==> src/scc_timer_map.svh <==
// Purpose: offsets, field positions and reset values of the protocol timer
// Assumes: byte addresses on a 12-bit AXI4-Lite window
// Notes: definitions only
`ifndef SCC_TIMER_MAP_SVH
`define SCC_TIMER_MAP_SVH

// timer configuration registers, one per channel
`define TMR_CH0_OFS 12'h130
`define TMR_CH1_OFS 12'h1B0
`define TMR_CH2_OFS 12'h230
`define TMR_CH3_OFS 12'h2B0
// interrupt status (write one to clear) and mask
`define TMR_IRQ_STATUS_OFS 12'h300
`define TMR_IRQ_MASK_OFS 12'h304
// field positions
`define TMR_SRC_BIT 31
`define TMR_TMD_BIT 28
`define TMR_CNT_LSB 24
`define TMR_VALUE_MSB 23
// reset values and writable bits
`define TMR_CFG_RESET 32'h0000_0000
`define TMR_WR_MASK 32'h97FF_FFFF
`define TMR_CNT_UNLIMITED 3'h7
// bus answers
`define AXI_RESP_OKAY 2'h0
`define AXI_RESP_SLVERR 2'h2

`endif

==> src/scc_timer_pkg.sv <==
// Purpose: types shared by the protocol timer
// Assumes: field layout of the timer configuration register
// Notes: widths follow the map header
package scc_timer_pkg;

    // timer configuration word
    typedef struct packed {
        logic src;
        logic [1:0] rsvdHi;
        logic timer_mode_select;
        logic rsvdLo;
        logic [2:0] cnt;
        logic [23:0] value;
    } tcfg_t;

    // per-channel timer state
    typedef enum logic [1:0] {
        T_IDLE = 2'b01,
        T_RUN = 2'b10
    } tstate_t;

    // per-channel inputs from the serial channel and protocol engine
    typedef struct packed {
        logic txClk;
        logic frameSync;
        logic clockMode5;
        logic automode;
        logic startCmd;
        logic protoStart;
        logic protoStop;
    } chan_in_t;

    // per-channel outputs to the protocol engine
    typedef struct packed {
        logic timeout;
        logic pollReq;
        logic exhausted;
        logic running;
    } chan_out_t;

endpackage

==> src/scc_protocol_timer.sv <==
// Purpose: per-channel 24-bit protocol timer with AXI4-Lite registers
// Assumes: all inputs synchronous to mclk; count clocks sampled as levels
// Notes: one interrupt status bit per channel, masked onto irq
// Behaviour
// - source 0: count effective transmit clock
// - source 1: count frame sync, mode 5
// - external mode: CPU start command starts timer
// - external expiry without restarts stops, interrupts
// - external: writing zero value stops timer
// - internal mode: protocol engine drives timer
// - internal: count sets poll retries, 7 unlimited
// - external: count sets automatic restarts, max 6
// - external count 7: periodic interrupt forever
// - period is value plus one ticks
`include "scc_timer_map.svh"

module scc_protocol_timer #(
    parameter int NUM_CH = 4
) (
    input wire logic mclk,
    input wire logic rst_n,
    input wire logic [11:0] s_axi_awaddr,
    input wire logic s_axi_awvalid,
    output logic s_axi_awready,
    input wire logic [31:0] s_axi_wdata,
    input wire logic [3:0] s_axi_wstrb,
    input wire logic s_axi_wvalid,
    output logic s_axi_wready,
    output logic [1:0] s_axi_bresp,
    output logic s_axi_bvalid,
    input wire logic s_axi_bready,
    input wire logic [11:0] s_axi_araddr,
    input wire logic s_axi_arvalid,
    output logic s_axi_arready,
    output logic [31:0] s_axi_rdata,
    output logic [1:0] s_axi_rresp,
    output logic s_axi_rvalid,
    input wire logic s_axi_rready,
    input scc_timer_pkg::chan_in_t chanIn [NUM_CH],
    output scc_timer_pkg::chan_out_t chanOut [NUM_CH],
    output logic irq
);
    import scc_timer_pkg::*;

    localparam logic [11:0] CH_OFS [4] = '{`TMR_CH0_OFS, `TMR_CH1_OFS,
        `TMR_CH2_OFS, `TMR_CH3_OFS};
    localparam logic [2:0] CNT_INF = `TMR_CNT_UNLIMITED;

    // refuse channel counts with no documented register
    if (NUM_CH < 1 || NUM_CH > 4) begin : g_bad_ch
        $error("NUM_CH must be 1 to 4");
    end

    logic awHeldReg, awHeldNext, wHeldReg, wHeldNext;
    logic [11:0] awAddrReg, awAddrNext;
    logic [31:0] wDataReg, wDataNext;
    logic [3:0] wStrbReg, wStrbNext;
    logic bvalidReg, bvalidNext, rvalidReg, rvalidNext;
    logic [1:0] brespReg, brespNext, rrespReg, rrespNext;
    logic [31:0] rdataReg, rdataNext;
    tcfg_t cfgReg [NUM_CH];
    tcfg_t cfgNext [NUM_CH];
    logic [NUM_CH-1:0] statusReg, statusNext, maskReg, maskNext;
    logic [NUM_CH-1:0] zeroWr, expIrq, tick, expire;
    tstate_t stReg [NUM_CH];
    tstate_t stNext [NUM_CH];
    logic [23:0] cntReg [NUM_CH];
    logic [23:0] cntNext [NUM_CH];
    logic [2:0] restReg [NUM_CH];
    logic [2:0] restNext [NUM_CH];
    logic [NUM_CH-1:0] prevReg, prevNext;
    chan_out_t outReg [NUM_CH];
    chan_out_t outNext [NUM_CH];

    // byte-lane merge of a write into an old word
    function automatic logic [31:0] applyStrb(input logic [31:0] old,
                                              input logic [31:0] data,
                                              input logic [3:0] strb);
        logic [31:0] r;
        r = old;
        for (int i = 0; i < 4; i++)
        begin
            if (strb[i])
                r[8*i+:8] = data[8*i+:8];
        end
        return r;
    endfunction

    // handshake outputs straight from the holding state
    assign s_axi_awready = !awHeldReg;
    assign s_axi_wready = !wHeldReg;
    assign s_axi_arready = !rvalidReg;
    assign s_axi_bvalid = bvalidReg;
    assign s_axi_bresp = brespReg;
    assign s_axi_rvalid = rvalidReg;
    assign s_axi_rdata = rdataReg;
    assign s_axi_rresp = rrespReg;
    assign irq = |(statusReg & maskReg);
    assign chanOut = outReg;

    // register bus: write capture, decode, read
    always_comb
    begin
        logic hit;
        logic [31:0] merged;
        hit = 1'b0;
        merged = 32'h0000_0000;
        awHeldNext = awHeldReg;
        wHeldNext = wHeldReg;
        awAddrNext = awAddrReg;
        wDataNext = wDataReg;
        wStrbNext = wStrbReg;
        bvalidNext = bvalidReg;
        brespNext = brespReg;
        rvalidNext = rvalidReg;
        rdataNext = rdataReg;
        rrespNext = rrespReg;
        cfgNext = cfgReg;
        maskNext = maskReg;
        zeroWr = '0;
        // a new event wins over a clear in the same cycle
        statusNext = statusReg | expIrq;
        if (s_axi_awvalid && !awHeldReg)
        begin
            awHeldNext = 1'b1;
            awAddrNext = s_axi_awaddr;
        end
        if (s_axi_wvalid && !wHeldReg)
        begin
            wHeldNext = 1'b1;
            wDataNext = s_axi_wdata;
            wStrbNext = s_axi_wstrb;
        end
        if (bvalidReg && s_axi_bready)
            bvalidNext = 1'b0;
        if (awHeldReg && wHeldReg && !bvalidReg)
        begin
            awHeldNext = 1'b0;
            wHeldNext = 1'b0;
            bvalidNext = 1'b1;
            brespNext = `AXI_RESP_OKAY;
            for (int c = 0; c < NUM_CH; c++)
            begin
                if (awAddrReg == CH_OFS[c])
                begin
                    hit = 1'b1;
                    merged = applyStrb(cfgReg[c], wDataReg, wStrbReg) & `TMR_WR_MASK;
                    cfgNext[c] = tcfg_t'(merged);
                    zeroWr[c] = (merged[`TMR_VALUE_MSB:0] == 24'h00_0000);
                end
            end
            if (hit)
                brespNext = `AXI_RESP_OKAY;
            else if (awAddrReg == `TMR_IRQ_STATUS_OFS && wStrbReg[0])
                statusNext = (statusReg & ~wDataReg[NUM_CH-1:0]) | expIrq;
            else if (awAddrReg == `TMR_IRQ_MASK_OFS && wStrbReg[0])
                maskNext = wDataReg[NUM_CH-1:0];
            else if (awAddrReg != `TMR_IRQ_STATUS_OFS && awAddrReg != `TMR_IRQ_MASK_OFS)
                brespNext = `AXI_RESP_SLVERR;
        end
        if (rvalidReg && s_axi_rready)
            rvalidNext = 1'b0;
        if (s_axi_arvalid && !rvalidReg)
        begin
            rvalidNext = 1'b1;
            rrespNext = `AXI_RESP_SLVERR;
            rdataNext = 32'h0000_0000;
            for (int c = 0; c < NUM_CH; c++)
            begin
                if (s_axi_araddr == CH_OFS[c])
                begin
                    rrespNext = `AXI_RESP_OKAY;
                    rdataNext = cfgReg[c];
                end
            end
            if (s_axi_araddr == `TMR_IRQ_STATUS_OFS)
            begin
                rrespNext = `AXI_RESP_OKAY;
                rdataNext = 32'(statusReg);
            end
            else if (s_axi_araddr == `TMR_IRQ_MASK_OFS)
            begin
                rrespNext = `AXI_RESP_OKAY;
                rdataNext = 32'(maskReg);
            end
        end
    end

    // register bus state
    // zero after reset
    always_ff @(posedge mclk or negedge rst_n)
    begin
        if (!rst_n)
        begin
            awHeldReg <= 1'b0;
            wHeldReg <= 1'b0;
            awAddrReg <= 12'h000;
            wDataReg <= 32'h0000_0000;
            wStrbReg <= 4'h0;
            bvalidReg <= 1'b0;
            brespReg <= `AXI_RESP_OKAY;
            rvalidReg <= 1'b0;
            rdataReg <= 32'h0000_0000;
            rrespReg <= `AXI_RESP_OKAY;
            for (int c = 0; c < NUM_CH; c++)
                cfgReg[c] <= tcfg_t'(`TMR_CFG_RESET);
            statusReg <= '0;
            maskReg <= '0;
        end
        else
        begin
            awHeldReg <= awHeldNext;
            wHeldReg <= wHeldNext;
            awAddrReg <= awAddrNext;
            wDataReg <= wDataNext;
            wStrbReg <= wStrbNext;
            bvalidReg <= bvalidNext;
            brespReg <= brespNext;
            rvalidReg <= rvalidNext;
            rdataReg <= rdataNext;
            rrespReg <= rrespNext;
            cfgReg <= cfgNext;
            statusReg <= statusNext;
            maskReg <= maskNext;
        end
    end

    // timers: tick select, start, stop, expiry
    always_comb
    begin
        logic sel, start, stop;
        sel = 1'b0;
        start = 1'b0;
        stop = 1'b0;
        stNext = stReg;
        cntNext = cntReg;
        restNext = restReg;
        expIrq = '0;
        tick = '0;
        expire = '0;
        for (int c = 0; c < NUM_CH; c++)
        begin
            outNext[c] = '0;
            sel = cfgReg[c].src ? (chanIn[c].frameSync && chanIn[c].clockMode5)
                                : chanIn[c].txClk;
            prevNext[c] = sel;
            tick[c] = sel && !prevReg[c];
            start = cfgReg[c].timer_mode_select ? (chanIn[c].automode && chanIn[c].protoStart)
                                  : chanIn[c].startCmd;
            stop = cfgReg[c].timer_mode_select ? chanIn[c].protoStop : zeroWr[c];
            case (stReg[c])
                T_IDLE:
                begin
                    if (start && !stop)
                    begin
                        stNext[c] = T_RUN;
                        cntNext[c] = cfgReg[c].value;
                        restNext[c] = cfgReg[c].cnt;
                    end
                end
                T_RUN:
                begin
                    if (stop)
                        stNext[c] = T_IDLE;
                    else if (start)
                    begin
                        cntNext[c] = cfgReg[c].value;
                        restNext[c] = cfgReg[c].cnt;
                    end
                    else if (tick[c] && cntReg[c] != 24'h00_0000)
                        cntNext[c] = cntReg[c] - 24'h00_0001;
                    else if (tick[c])
                    begin
                        expire[c] = 1'b1;
                        cntNext[c] = cfgReg[c].value;
                        if (restReg[c] != CNT_INF && restReg[c] != 3'h0)
                            restNext[c] = restReg[c] - 3'h1;
                        if (cfgReg[c].timer_mode_select)
                        begin
                            outNext[c].timeout = 1'b1;
                            if (restReg[c] != 3'h0)
                                outNext[c].pollReq = 1'b1;
                            else
                            begin
                                outNext[c].exhausted = 1'b1;
                                stNext[c] = T_IDLE;
                            end
                        end
                        else if (restReg[c] == CNT_INF)
                            expIrq[c] = 1'b1;
                        else if (restReg[c] == 3'h0)
                        begin
                            expIrq[c] = 1'b1;
                            stNext[c] = T_IDLE;
                        end
                    end
                end
                default: stNext[c] = T_IDLE;
            endcase
            outNext[c].running = (stNext[c] == T_RUN);
        end
    end

    // timer state
    always_ff @(posedge mclk or negedge rst_n)
    begin
        if (!rst_n)
        begin
            for (int c = 0; c < NUM_CH; c++)
            begin
                stReg[c] <= T_IDLE;
                cntReg[c] <= 24'h00_0000;
                restReg[c] <= 3'h0;
                outReg[c] <= '0;
            end
            prevReg <= '0;
        end
        else
        begin
            stReg <= stNext;
            cntReg <= cntNext;
            restReg <= restNext;
            outReg <= outNext;
            prevReg <= prevNext;
        end
    end
endmodule // scc_protocol_timer

==> config.mk <==
export PLATFORM = sky130hd
export DESIGN_NAME = scc_protocol_timer
export DESIGN_NICKNAME = d
export VERILOG_FILES = /design/src/scc_timer_pkg.sv /design/src/scc_protocol_timer.sv
export VERILOG_INCLUDE_DIRS = /design/src /design/src/src
export SDC_FILE = /design/constraint.sdc
export NUM_CORES = 1
export LEC_CHECK = 0
export ABC_AREA = 1
export BUFFER_PORTS_ARGS = -buffer_cell sky130_fd_sc_hd__buf_4
export CELL_PAD_IN_SITES_DETAIL_PLACEMENT = 0
export CELL_PAD_IN_SITES_GLOBAL_PLACEMENT = 2
export CORE_ASPECT_RATIO = 1.5
export CORE_MARGIN = 8
export CORE_UTILIZATION = 35
export CTS_CLUSTER_SIZE = 28
export DETAILED_ROUTE_END_ITERATION = 10
export PLACE_DENSITY_LB_ADDON = 0.1
export SLEW_MARGIN = 20
export SYNTH_ARGS = -nofsm -noshare
export SYNTH_HDL_FRONTEND = slang
export SYNTH_SLANG_ARGS = --single-unit
export TNS_END_PERCENT = 10
==> constraint.sdc <==
create_clock -name mclk -period 5.94 [get_ports mclk]
set_input_delay 0.891 -clock mclk [delete_from_list [all_inputs] [get_ports mclk]]
set_output_delay 0.891 -clock mclk [all_outputs]
set_load 0.03 [all_outputs]
; Word-level counts from Yosys, hierarchy flattened
; Cells that the tools add are included.
[classes]
addsub = 8
mux = 241
n_eq_ne = 58
reduce_logical = 88
bitwise = 7
[op_table]
columns = cell, count
row1 = $mux 24, 20
row2 = $mux 8, 36
row3 = $mux 32, 6
row4 = $pmux 24 s2, 4
row5 = $mux 3, 48
row6 = $eq 12x10->1 const B, 8
row7 = $logic_not 24->1, 4
row8 = $reduce_bool 24->1, 4
row9 = $sub 24x1->24 const B, 4
row10 = $mux 2, 46
row11 = $mux 1, 69
row12 = $eq 12x9->1 const B, 4
row13 = $ne 3x3->1 const B, 16
row14 = $logic_and 1x1->1, 34
row15 = $ne 12x10->1 const B, 2
row16 = $pmux 3 s2, 4
row17 = $reduce_and 6->1, 4
row18 = $reduce_and 4->1, 5
row19 = $eq 2x2->1 const B, 8
row20 = $mux 4, 4
row21 = $ne 2x2->1 const B, 8
row22 = $ne 4x4->1 const B, 4
row23 = $pmux 2 s2, 4
row24 = $reduce_bool 2->1, 8
row25 = 13 further kinds, 48
[totals]
output_inout_bits = 58
in_bits = 95
register_bits = 348
elab_cells = 459

; Longest topological paths before layout
[logic_depth]
depth_word = 13
mapped_depth = 16

; Worst setup path after synthesis
; OpenSTA, ideal clock, no wires.
[synth_path]
path_kind = input-to-reg
from = in s_axi_araddr[1]
to = reg rdataReg[16] (netlist: s_axi_rdata[16])
path_slack_ps = 3570
t_arrival_ps = 2245
t_required_ps = 5815
path_buffers = 3
stages = 9
path_cell_list = nor2_1 > nand2_1 > nor4_1 > buf_2 > nand2_1 > buf_2 > clkbuf_1 > o221ai_1 > nand2_1
[synth_via]
elab_chain_len = 7
word_cells_on_any_way = 12
cone_classes = eq/ne (6) / mux (6)
[synth_lines]
columns = element, line_no
row1 = from (decl), scc_protocol_timer.sv:32  ; input wire logic [11:0] s_axi_araddr,
row2 = $eq 12x9->1, scc_protocol_timer.sv:170  ; if (s_axi_araddr == CH_OFS[c])
row3 = $mux 32 (4 in series), scc_protocol_timer.sv:170
row4 = $mux 32, scc_protocol_timer.sv:181  ; else if (s_axi_araddr == `TMR_IRQ_MASK_OFS)
row5 = $mux 32 *, scc_protocol_timer.sv:176  ; if (s_axi_araddr == `TMR_IRQ_STATUS_OFS)
row6 = to (signal assigned), scc_protocol_timer.sv:220  ; rdataReg <= rdataNext;
row7 = to (decl), scc_protocol_timer.sv:60  ; logic [31:0] rdataReg, rdataNext;
; Every way passes the cells marked *; elsewhere a longest branch is shown, timed or not.
; A chain may end at the register's enable or synchronous reset.

; Worst setup path in the final report
[layout_path]
from = reg wStrbReg[2]
to = reg cntReg[1] (netlist bit)
[layout_via]
elab_chain_len = 11
word_cells_on_any_way = 12
cone_classes = eq/ne (2) / mux (6) / reduce/logical (4)
[layout_lines]
columns = element, line_no
row1 = from (decl), scc_protocol_timer.sv:57  ; logic [3:0] wStrbReg, wStrbNext;
row2 = from (signal assigned), scc_protocol_timer.sv:216  ; wStrbReg <= wStrbNext;
row3 = $mux 8 *, scc_protocol_timer.sv:83  ; if (strb[i])
row4 = $mux 8 *, scc_protocol_timer.sv:144  ; if (awAddrReg == CH_OFS[c])
row5 = $mux 8 *, scc_protocol_timer.sv:136  ; if (awHeldReg && wHeldReg && !bvalidReg)
row6 = $logic_not 24->1 *, scc_protocol_timer.sv:149  ; zeroWr[c] = (merged[`TMR_VALUE_MSB:0] == 24'h00_0000);
row7 = $mux 1 *, scc_protocol_timer.sv:144
row8 = $mux 4 *, scc_protocol_timer.sv:136
row9 = $mux 1 *, scc_protocol_timer.sv:250  ; stop = cfgReg[c].timer_mode_select ? chanIn[c].protoStop : zeroWr[c];
row10 = $logic_not 1->1, scc_protocol_timer.sv:254  ; if (start && !stop)
row11 = $logic_and 1x1->1, scc_protocol_timer.sv:254
row12 = $ne 2x2->1 (no source line), --
row13 = $reduce_and 4->1 (no source line) *, --
row14 = to (signal assigned), scc_protocol_timer.sv:321  ; cntReg <= cntNext;
row15 = to (decl), scc_protocol_timer.sv:67  ; logic [23:0] cntReg [NUM_CH];
; Every way passes the cells marked *; elsewhere a longest branch is shown, timed or not. The select of a mux whose other input is x is not followed.

==> results.yml <==
status:
  status: "finished, final reports clean"
cts:
  numCtsBuffers: 40
  cts_root_buf: "clkbuf_16"
  ctsHoldBuffers: 0
  clkTransAtPathRegs_ns: 0.06
  htreeDepth: 2
  cts_resized: 0
  post_cts_buffers: 0
  cts_tree: "yes"
  insertion_delay_ns: 0.57
  cts_sinks: 340
  cts_buffer_depth: 3
place:
  dpl.hpwl_microns: 51900
  place_ws_ns: 1.75
  numPortBuffers: 144
  place_area_sq_um: 20900
  routabilityCongestion: 0.963
worst_setup_path:
  path_cells: "nand2_1 > o21a_1 > nand2_1 > nor2_1 > nand2_1 > nor2_2 > nand3_2 > nand2_2 > a21oi_4 > nand2_2 > nand2_1 > nand2_1"
  max_stage_delay_ns: 1.04
  cp_slowest_cell: "dfrtp_1"
  cp.depth: 12
  worstSetupStartpointType: "flop"
  worstPathMaxFanout: 28
  cp-end-kind: "flop"
  crit_top_cell: "nand2_1"
  crit_buf_inv: 0
  critPathTopFamily: "simple AND/OR/NAND/NOR gates"
  path_class: "flop to flop"
  critical_path_required_ns: 6.39
  r2r_cells: 12
  critPathArrivalTime_ns: 4.41
yosys:
  synth-edff-count: 0
  ys_ff_latch: 340
  async_flop_share: 1.00
  synthesis.instances: 2566
  yosysWarnings: 0
  yosysUniqueCellTypes: 50
  syn_area_sq_um: 19300
  ys.flop_type: "dfrtp_1"
  syn_area_per_cell_sq_um: 7.53
  ys_seq_area_frac: 0.440
sta:
  fin_tns_setup_ns: 0
  fin_worst_skew_ns: 0.0175
  timing.max_slew.rel_slack: 0.297
  finalCritPeriodShare: 0.667
  period_needed_ns: 3.96
  setup_viol: 0
  timing.hold.ws_ns: 0.209
  timing.fmax_ghz: 0.252
  slew_violations: 0
  tightest_slew_ns: 1.04
  finalWorstSetupSlack_ns: 1.98
  rsz0062_at_grt: "false"
  hold_violations: 0
power_and_ir_drop:
  comb_power_share: 0.325
  ir_drop_mv: 0.305
  p_sw_frac: 0.399
  power_frac_clock: 0.333
  p_leak_nw: 11.4
  power_density_nw_per_um2: 370
  p_int_w: 0.00497
  p_seq_frac: 0.342
  p_sw_w: 0.00330
global_route:
  track_usage: 0.217
  grt_pass1_vias: 16967
  antenna_found_initial: 1
  grt_remaining_overflow: 0
  grt_start_max_net_pins: 122
  grt_pass1_wl_microns: 106000
die:
  rows: 105
  die_height_microns: 304
  io_pins: 153
  dieArea_sq_um: 63200
  die_w_microns: 208
  core-area_sq_um: 54700
  initial_core_util: 0.354
routing:
  vias_per_cell: 5.02
  drc: 0
  dr_wl_met3_microns: 2560
  antenna_left: 0
  drtIter0Drc: 1173
  top_layer_used: "met4"
  dr.pass1.iters: 5
  wl_per_cell_microns: 20.5
  route.met2.wl_microns: 33700
  drt-met1-wl_microns: 30000
  routed-via-count: 17097
  wirelength_microns: 69600
worst_hold_path:
  hold_path_class: "input pin to async pin"
finish:
  final_common_cell: "nand2_1"
  n_antenna_cell: 0
  nets: 2796
  drive_gt1_frac: 0.126
  layout_common_cells: "nand2_1 (684), dfrtp_1 (336), o21ai_0 (276)"
  final_area_sq_um: 22400
  syn_to_final_growth_pct: 15.7
flow_run:
  maxCapViolCount: 0
state kept, by name, indices dropped and copies added (netlist names), 4 cells and up:
signal and flops:
cfgReg 116, cntReg 96, s_axi_rdata 29, wDataReg 29, chanOut 16, awAddrReg 12, restReg 12, stReg 8
maskReg 4, prevReg 4, statusReg 4, wStrbReg 4
area by class of cell:
cell class	instances	area, sq um
fill	5772	32300
clock inverter	21	322
inverter	269	1010
timing repair buffer	168	1310
sequential	340	8510
multi-input combinational	1858	9210
clock buffer	52	1120
tap	695	870
stage by stage:
stage | util | cells | power, W
after global placement | 0.382 | 3329 | 0.00555
after floorplan | - | 2570 | 0.00467
after detailed placement | 0.382 | 3329 | 0.00558
after global routing | 0.409 | 3403 | 0.00873
after CTS | 0.408 | 3402 | 0.00837
final | 0.409 | 3403 | 0.00827
power by group through the flow:
stage / sequential [W] / clock [W] / combinational, W
3_5_place_dp: 0.00287 / 0 / 0.00271
2_1_floorplan: 0.00276 / 0 / 0.00191
6_report: 0.00283 / 0.00275 / 0.00269
3_3_place_gp: 0.00286 / 0 / 0.00269
4_1_cts: 0.00283 / 0.00283 / 0.00272
5_1_grt: 0.00286 / 0.00290 / 0.00297
path summary, 6_finish.rpt:
kind / from / end / slack, ns
max: wStrbReg[2] / cntReg[1] / 1.98
min: rst_n / cntReg[62] / 0.21
max reg2reg: wStrbReg[2] / cntReg[1] / 1.98
min reg2reg: cntReg[11] / cntReg[11] / 0.47
max in group asynchronous: rst_n / cfgReg[23] / 4.24
min in group mclk: cntReg[11] / cntReg[11] / 0.47
cells in the mapped netlist, types with 2 or more instances:
library cell | number | area, sq um
nand2_1 | 686 | 2570
dfrtp_1 | 336 | 8410
o21ai_0 | 276 | 1380
nor2_1 | 255 | 957
inv_1 | 254 | 953
nand3_1 | 151 | 756
o21ai_1 | 93 | 465
a21oi_1 | 84 | 420
xor2_1 | 57 | 499
clkbuf_1 | 40 | 150
nand4_1 | 35 | 219
mux2_2 | 33 | 372
nor3_1 | 28 | 140
xnor2_1 | 27 | 236
ha_1 | 24 | 300
buf_2 | 20 | 100
buf_6 | 19 | 214
buf_4 | 18 | 135
nand2_2 | 14 | 87.6
inv_2 | 12 | 45.0
nor2_2 | 12 | 75.1
nand3_2 | 7 | 70.1
nor4_1 | 7 | 43.8
o211ai_1 | 7 | 52.6
mux2i_1 | 6 | 60.1
nand3b_1 | 6 | 45.0
buf_1 | 5 | 18.8
o21a_1 | 5 | 37.5
a21oi_2 | 4 | 35.0
dfstp_2 | 4 | 105
o221ai_1 | 4 | 35.0
o22ai_1 | 4 | 25.0
a21oi_4 | 3 | 48.8
a31oi_1 | 3 | 18.8
clkinv_1 | 3 | 11.3
nand4_2 | 3 | 37.5
nand2_4 | 2 | 22.5
nor3_2 | 2 | 20.0
nor3b_1 | 2 | 15.0
o2111ai_1 | 2 | 17.5
o221a_2 | 2 | 22.5
o31ai_1 | 2 | 15.0
or2_2 | 2 | 12.5
cell families after synthesis:
group           share of synthesized area
compound gates                      0.135
xor+xnor                           0.0381
fa+ha+maj                          0.0155
buf+inv                            0.0845
flops                               0.440
mux                                0.0223
other cells                      0.000194
simple gates                        0.264
routing by layer:
metal  vias to the layer above  track usage
met5                         -            0
met4                         0       0.0959
met3                       103       0.0309
met2                       374        0.368
met1                      8093        0.273
li1                       8527            -
No activity file was read; power rests on OpenSTA's default activity.
